### config.mk
export PLATFORM = sky130hd
export DESIGN_NAME = cam_accept_mask
export DESIGN_NICKNAME = d
export VERILOG_FILES = /design/src/pkg/cam_pkg.sv /design/src/hw/cam_match.sv /design/src/hw/cam_accept_mask.sv
export SDC_FILE = /design/constraint.sdc
export NUM_CORES = 1
export LEC_CHECK = 0
export BUFFER_PORTS_ARGS = -buffer_cell sky130_fd_sc_hd__buf_2
export CAP_MARGIN = 10
export CORE_MARGIN = 5
export CORE_UTILIZATION = 40
export DETAILED_ROUTE_END_ITERATION = 8
export SYNTH_ARGS = -nofsm -noshare
export SYNTH_HDL_FRONTEND = slang
export SYNTH_HIERARCHICAL = 1
export SYNTH_SLANG_ARGS = --single-unit
### constraint.sdc
create_clock -name pclk -period 3.8 [get_ports pclk]
set_input_delay 0.57 -clock pclk [delete_from_list [all_inputs] [get_ports pclk]]
set_output_delay 0.57 -clock pclk [all_outputs]
set_load 0.05 [all_outputs]
### src/pkg/cam_pkg.sv
/*
 package for the mailbox 0 acceptance mask block: register offsets,
 field positions, reset values and widths.
 assumes an apb slave with 32-bit data and word-aligned registers.
*/
`default_nettype none
package cam_pkg;
    localparam logic [7:0]  CAM_OFF_MASK_HIGH  = 8'h00;
    localparam logic [7:0]  CAM_OFF_MASK_LOW   = 8'h04;
    localparam logic [7:0]  CAM_OFF_MB0_ID     = 8'h08;
    localparam logic [7:0]  CAM_OFF_STATUS     = 8'h0C;
    localparam logic [15:0] CAM_RST_MASK_HIGH  = 16'h0000;
    localparam logic [15:0] CAM_RST_MASK_LOW   = 16'h0000;
    localparam logic [29:0] CAM_RST_MB0_ID     = 30'h00000000;
    // writable bits of the high mask: 15..13, 9..8, 7..0
    localparam logic [15:0] CAM_HIGH_WR_MASK   = 16'hE3FF;
    localparam int          CAM_BASE_BITS      = 11;
    localparam int          CAM_EXT_BITS       = 18;
    localparam int          CAM_ID_BITS        = 29;
    // mailbox 0 id register: [28:18] base, [17:0] extension, [29] format
    localparam int          CAM_ID_FMT_POS     = 29;
    localparam int          CAM_ST_ACCEPT_POS  = 0;
    localparam int          CAM_ST_COUNT_POS   = 16;
endpackage : cam_pkg
`default_nettype wire

### src/hw/cam_match.sv
/*
 per-bit masked compare of a received identifier against mailbox 0.
 assumes the caller registers the result; purely combinational.
*/
`timescale 1ns/1ns
`default_nettype none
module cam_match
    import cam_pkg::*;
#(
    parameter int W = 29
) (
    input  wire logic [W-1:0] rx_id,
    input  wire logic [W-1:0] ref_id,
    input  wire logic [W-1:0] mask,
    output logic              all_match
);
    logic [W-1:0] bit_ok;
    genvar g;
    generate
        for (g = 0; g < W; g = g + 1) begin : g_bit
            // masked bit passes, else bit must equal stored id
            assign bit_ok[g] = mask[g] | (rx_id[g] == ref_id[g]);
        end
    endgenerate
    assign all_match = &bit_ok;
endmodule : cam_match
`default_nettype wire

### src/hw/cam_accept_mask.sv
/*
 acceptance mask registers and acceptance decision for receive mailbox 0.
 assumes an apb master on pclk and a receive engine that presents each
 received identifier with a one-cycle strobe on the same clock.
*/
// The implementer's own choices: register access over APB and the placing of the registers.
//
// Contract
// - eleven high-mask bits 15..13 and 7..0 mask the base identifier
// - high bits 9..8 and low bits 15..0 mask the 18 extension bits
// - mask bit 0: identifier bit must equal mailbox 0 identifier
// - mask bit 1: identifier bit is ignored for acceptance
// - all mask bits reset to zero, so all identifier bits used by the frame's format must match
// - high bits 12..10 read zero; software writes zero there
// - filtering applies only to mailbox 0, the receive-only mailbox
`timescale 1ns/1ns
`default_nettype none
module cam_accept_mask
    import cam_pkg::*;
(
    input  wire logic        pclk,
    input  wire logic        presetn,
    input  wire logic        psel,
    input  wire logic        penable,
    input  wire logic        pwrite,
    input  wire logic [7:0]  paddr,
    input  wire logic [31:0] pwdata,
    output logic [31:0]      prdata,
    output logic             pready,
    output logic             pslverr,
    input  wire logic        rx_valid,
    input  wire logic [28:0] rx_id,
    input  wire logic        rx_ext,
    input  wire logic [3:0]  rx_mailbox,
    output logic             mb0_store,
    output logic [15:0]      accept_mask_high,
    output logic [15:0]      accept_mask_low
);
    logic [15:0] mask_high_ff;
    logic [15:0] nxt_mask_high;
    logic [15:0] mask_low_ff;
    logic [15:0] nxt_mask_low;
    logic [29:0] mb0_id_ff;
    logic [29:0] nxt_mb0_id;
    logic        store_ff;
    logic        nxt_store;
    logic [15:0] count_ff;
    logic [15:0] nxt_count;
    logic [31:0] rdata_ff;
    logic [31:0] nxt_rdata;
    logic        err_ff;
    logic        nxt_err;
    logic        ready_ff;
    logic        nxt_ready;
    logic [28:0] full_mask;
    logic [28:0] eff_mask;
    logic        id_match;
    logic        fmt_ok;
    logic        acc;
    logic        setup;
    logic        access_done;
    logic        hit;

    assign setup       = psel & ~penable;
    assign access_done = psel & penable & ready_ff;
    assign hit = (paddr == CAM_OFF_MASK_HIGH) | (paddr == CAM_OFF_MASK_LOW)
               | (paddr == CAM_OFF_MB0_ID) | (paddr == CAM_OFF_STATUS);

    // base mask: high 7..0 on id 28..21, high 15..13 on id 20..18
    // extension mask: high 9..8 then low 15..0
    assign full_mask = {mask_high_ff[7:0], mask_high_ff[15:13],
                        mask_high_ff[9:8], mask_low_ff};
    // base frames: extension bits always pass
    assign eff_mask = rx_ext ? full_mask
                             : {full_mask[28:18], {CAM_EXT_BITS{1'b1}}};
    assign fmt_ok = (rx_ext == mb0_id_ff[CAM_ID_FMT_POS]);
    assign acc    = rx_valid & (rx_mailbox == 4'h0) & id_match & fmt_ok;

    cam_match #(.W(CAM_ID_BITS)) u_match (
        .rx_id     (rx_id),
        .ref_id    (mb0_id_ff[28:0]),
        .mask      (eff_mask),
        .all_match (id_match)
    );

    always_comb begin
        nxt_mask_high = mask_high_ff;
        nxt_mask_low  = mask_low_ff;
        nxt_mb0_id    = mb0_id_ff;
        nxt_ready     = 1'b0;
        nxt_rdata     = rdata_ff;
        nxt_err       = 1'b0;
        nxt_store     = acc;
        nxt_count     = count_ff + {15'h0000, acc};
        if (setup) begin
            nxt_ready = 1'b1;
            nxt_err   = ~hit;
            case (paddr)
                CAM_OFF_MASK_HIGH: nxt_rdata = {16'h0000, mask_high_ff};
                CAM_OFF_MASK_LOW:  nxt_rdata = {16'h0000, mask_low_ff};
                CAM_OFF_MB0_ID:    nxt_rdata = {2'h0, mb0_id_ff};
                CAM_OFF_STATUS:    nxt_rdata = {count_ff, 15'h0000, store_ff};
                default:           nxt_rdata = 32'h00000000;
            endcase
        end
        if (access_done & pwrite) begin
            case (paddr)
                CAM_OFF_MASK_HIGH:
                    nxt_mask_high = pwdata[15:0] & CAM_HIGH_WR_MASK;
                CAM_OFF_MASK_LOW:  nxt_mask_low = pwdata[15:0];
                CAM_OFF_MB0_ID:    nxt_mb0_id = pwdata[29:0];
                default:           nxt_mask_low = mask_low_ff;
            endcase
        end
    end

    always_ff @(posedge pclk or negedge presetn) begin
        if (!presetn) begin
            mask_high_ff <= CAM_RST_MASK_HIGH;
            mask_low_ff  <= CAM_RST_MASK_LOW;
            mb0_id_ff    <= CAM_RST_MB0_ID;
            store_ff     <= 1'b0;
            count_ff     <= 16'h0000;
            rdata_ff     <= 32'h00000000;
            err_ff       <= 1'b0;
            ready_ff     <= 1'b0;
        end else begin
            mask_high_ff <= nxt_mask_high;
            mask_low_ff  <= nxt_mask_low;
            mb0_id_ff    <= nxt_mb0_id;
            store_ff     <= nxt_store;
            count_ff     <= nxt_count;
            rdata_ff     <= nxt_rdata;
            err_ff       <= nxt_err;
            ready_ff     <= nxt_ready;
        end
    end

    assign pready           = ready_ff;
    assign prdata           = rdata_ff;
    assign pslverr          = err_ff & ready_ff;
    assign mb0_store        = store_ff;
    assign accept_mask_high = mask_high_ff;
    assign accept_mask_low  = mask_low_ff;
endmodule : cam_accept_mask
`default_nettype wire

==> flow_metrics.py <==
metrics = {
    "timing": {
        "period_share": 0.846,
        "fin_crit_ns": 3.22,
        "final.setup.tns_ns": 0,
        "rsz0062_at_grt": "false",
        "drv_slew": 0,
        "tightest_slew_ns": 0.869,
        "hold_violations": 0,
        "relSlewSlack": 0.421,
        "setup_viol": 0,
        "fmax_mhz": 311,
        "hold_ws_ns": 0.343,
        "skew_ns": 0.00989,
    },
    "place": {
        "dpl_cell_area_mm2": 0.00621,
        "dpl.hpwl_um": 10900,
        "portBuffers": 141,
        "post-place-cells": 731,
        "place_congestion": 0.832,
    },
    "setup_path": {
        "crit_arrival_ns": 3.49,
        "critical_path_class": "flip-flop to flip-flop",
        "start_kind": "flip-flop",
        "crit_fanout": 7,
        "cp-end-kind": "flip-flop",
        "critPathRequiredTime_ns": 4.08,
    },
    "power": {
        "vdd.ir_drop.worst_mv": 0.241,
        "power_density_mw_per_mm2": 363,
        "p_leak_nw": 3.29,
    },
    "logic_synthesis": {
        "netlist_top_cells_area": "dfrtp_1, mux2_2, xnor2_1",
        "yosys_warnings": 6,
        "yosys.area_share.simple": 0.106,
        "synth_cell_types": 44,
        "synth-edff-count": 0,
        "synth_cells": 441,
        "synthMuxAreaShare": 0.184,
        "synthDominantCellAreaShare": 0.509,
        "yosysTopAreaCell": "dfrtp_1",
        "synthFlopType": "dfrtp_1",
        "synth-seq-cells": 110,
        "synth_compound_area_frac": 0.0820,
        "synth_top_family_by_area": "multiplexers",
        "ys_async_sr_fraction": 1.00,
        "syn_avg_cell_area_um2": 12.3,
        "synth_xor_xnor_area_share": 0.0713,
        "synth_fa_ha_area_frac": 0.00463,
        "seq_area_frac_synth": 0.509,
        "synthesis.area_mm2": 0.00540,
    },
    "die": {
        "die-width_um": 126,
        "coreArea_mm2": 0.0132,
        "dieArea_mm2": 0.0159,
        "die_h_um": 126,
        "ioPinCount": 147,
        "core.rowCount": 42,
        "start_util": 0.408,
    },
    "layout": {
        "multi_input_area_mm2": 0.00244,
        "nFillCells": 1264,
        "layout.nets": 648,
        "instances_no_fill": 747,
        "antenna_cells": 0,
        "ff_latch_area_mm2": 0.00275,
        "area_delta_synth_final_pct": 20.9,
        "fin_area_mm2": 0.00653,
        "layout-drive-gt1-share": 0.419,
    },
    "clocking": {
        "root_buffer": "clkbuf_16",
        "cts_made_buffers": 9,
        "clk_latency_ns": 0.35,
        "cts-resized-gates": 0,
        "cts_sinks": 110,
        "cts_tree": "yes",
        "ctsHoldBuffers": 0,
        "cts_setup_buffers": 0,
        "clockBufferDepth": 2,
        "clkSlewWorstSetupHoldPaths_ns": 0.07,
        "htreeDepth": 3,
    },
    "routing": {
        "met3_length_um": 1010,
        "vias": 3948,
        "firstDrtPassIters": 4,
        "drc": 0,
        "drtAntennaViolNets": 0,
        "postRouteWirelength_um": 14500,
        "first_iter_violations": 251,
        "wl_met2_um": 6580,
        "viasPerCell": 5.29,
        "top_layer": "met5",
        "met1Wirelength_um": 6680,
        "wl_per_cell_um": 19.4,
    },
    "grt": {
        "grt_max_degree": 68,
        "track_usage": 0.185,
        "grt.overflow.total": 0,
        "grt_pass1_wl_um": 23000,
        "antenna_found_initial": 1,
        "grt_pass1_vias": 4142,
    },
    "run_status": {
        "outcome": "completed",
    },
    "job": {
        "maxCapViolCount": 0,
    },
    "hold_path": {
        "hold_path.class": "input port to async pin",
    },
}
==> report_power, final <==
group	leakage, nW	switching, mW	internal [mW]
Sequential	1.53	0.00338	1.17
Clock	0.156	0.435	0.580
Combinational	1.60	0.114	0.0659
==> sequential cells by signal, summed over array words and instances (netlist names) <==
register,count
err_ff,1
accept_mask_low,16
accept_mask_high,13
prdata,32
count_ff,16
mb0_store,1
mb0_id_ff,30
pready,1
==> synthesized netlist by cell type, types with 2 or more instances <==
library cell	n
a22o_1	7
nor2_1	3
o22ai_1	13
buf_2	4
and4_1	2
ha_1	2
nor3_1	2
a22oi_1	9
inv_1	2
mux2_4	10
and2_1	4
o21ai_0	8
o31ai_1	17
xnor2_1	38
nand2_1	30
buf_1	3
xor2_1	6
buf_4	15
mux2_2	54
o2bb2ai_1	6
clkbuf_1	14
nor4_1	8
nand4_1	10
mux2i_1	20
nand3_1	6
nor4b_4	2
nor2b_1	2
dfrtp_1	110
nand2b_1	19
==> critical path, stage by stage, from the launching register on <==
cell and delay (ns):
dfrtp_1 0.41, xnor2_1 0.28, o22ai_1 0.13, or4_1 0.53, nor4_1 0.27, and3_1 0.18
nand3_1 0.08, nor2_1 0.16, ha_1 0.22, ha_1 0.34, nand2_1 0.10, nor4_1 0.28
xor2_1 0.17
==> cell families after synthesis <==
kind of cell             count (synthesis)
flip-flops                             110
AND/OR/NAND/NOR                         97
multiplexers                            86
AO/OA/AOI/OAI                           61
XOR/XNOR                                44
buffers and inverters                   40
adder cells (fa/ha/maj)                  2
other                                    1
==> path summary, 6_finish.rpt <==
kind	from	endpoint	slack, ns	cells past startpoint
worst max-delay path	mb0_id_ff[19]$_DFFE_PN0P_	count_ff[14]$_DFF_PN0_	0.58	12
worst min-delay path	presetn	prdata[4]$_DFFE_PN0P_	0.34	1
worst max register to register	mb0_id_ff[19]$_DFFE_PN0P_	count_ff[14]$_DFF_PN0_	0.58	12
worst min register to register	prdata[18]$_DFFE_PN0P_	prdata[18]$_DFFE_PN0P_	0.48	2
max in group asynchronous	presetn	mb0_id_ff[28]$_DFFE_PN0P_	2.61	2
min in group pclk	pwdata[22]	mb0_id_ff[22]$_DFFE_PN0P_	0.46	2
==> final cells by class <==
cell class / instances / area share
flip-flops and latches: 110 / 0.421
inverters: 2 / 0.00115
repair buffers: 150 / 0.121
clock inverters: 7 / 0.0151
multi-input cells: 293 / 0.373
clock buffers: 9 / 0.0345
well taps: 176 / 0.0337
==> through the flow <==
stage,power (mW),setup slack [ns],util
after floorplan,1.28,0.751,-
after global placement,1.38,0.374,0.469
after detailed placement,1.38,0.289,0.469
after CTS,2.40,0.518,0.493
after global routing,2.46,0.346,0.493
final,2.37,0.584,0.493
==> cell usage in the layout (no fill, tap or decap), types with 9 or more instances in the layout <==
cell type | netlist | layout
a22oi_1 | 9 | 9
buf_4 | 15 | 9
nand4_1 | 10 | 10
nand2b_1 | 19 | 18
dfrtp_1 | 110 | 110
nand2_1 | 30 | 30
mux2_4 | 10 | 10
o31ai_1 | 17 | 17
mux2i_1 | 20 | 20
buf_2 | 4 | 140
o22ai_1 | 13 | 13
xnor2_1 | 38 | 38
clkbuf_16 | 0 | 9
mux2_2 | 54 | 54
==> layer usage <==
| layer | vias to the layer above | GRT usage |
|---|---|---|
| li1 | 1829 | - |
| met1 | 1972 | 0.257 |
| met2 | 127 | 0.289 |
| met3 | 18 | 0.0390 |
| met4 | 2 | 0.0593 |
| met5 | - | 0 |
Power figures use the tool's default switching activity.
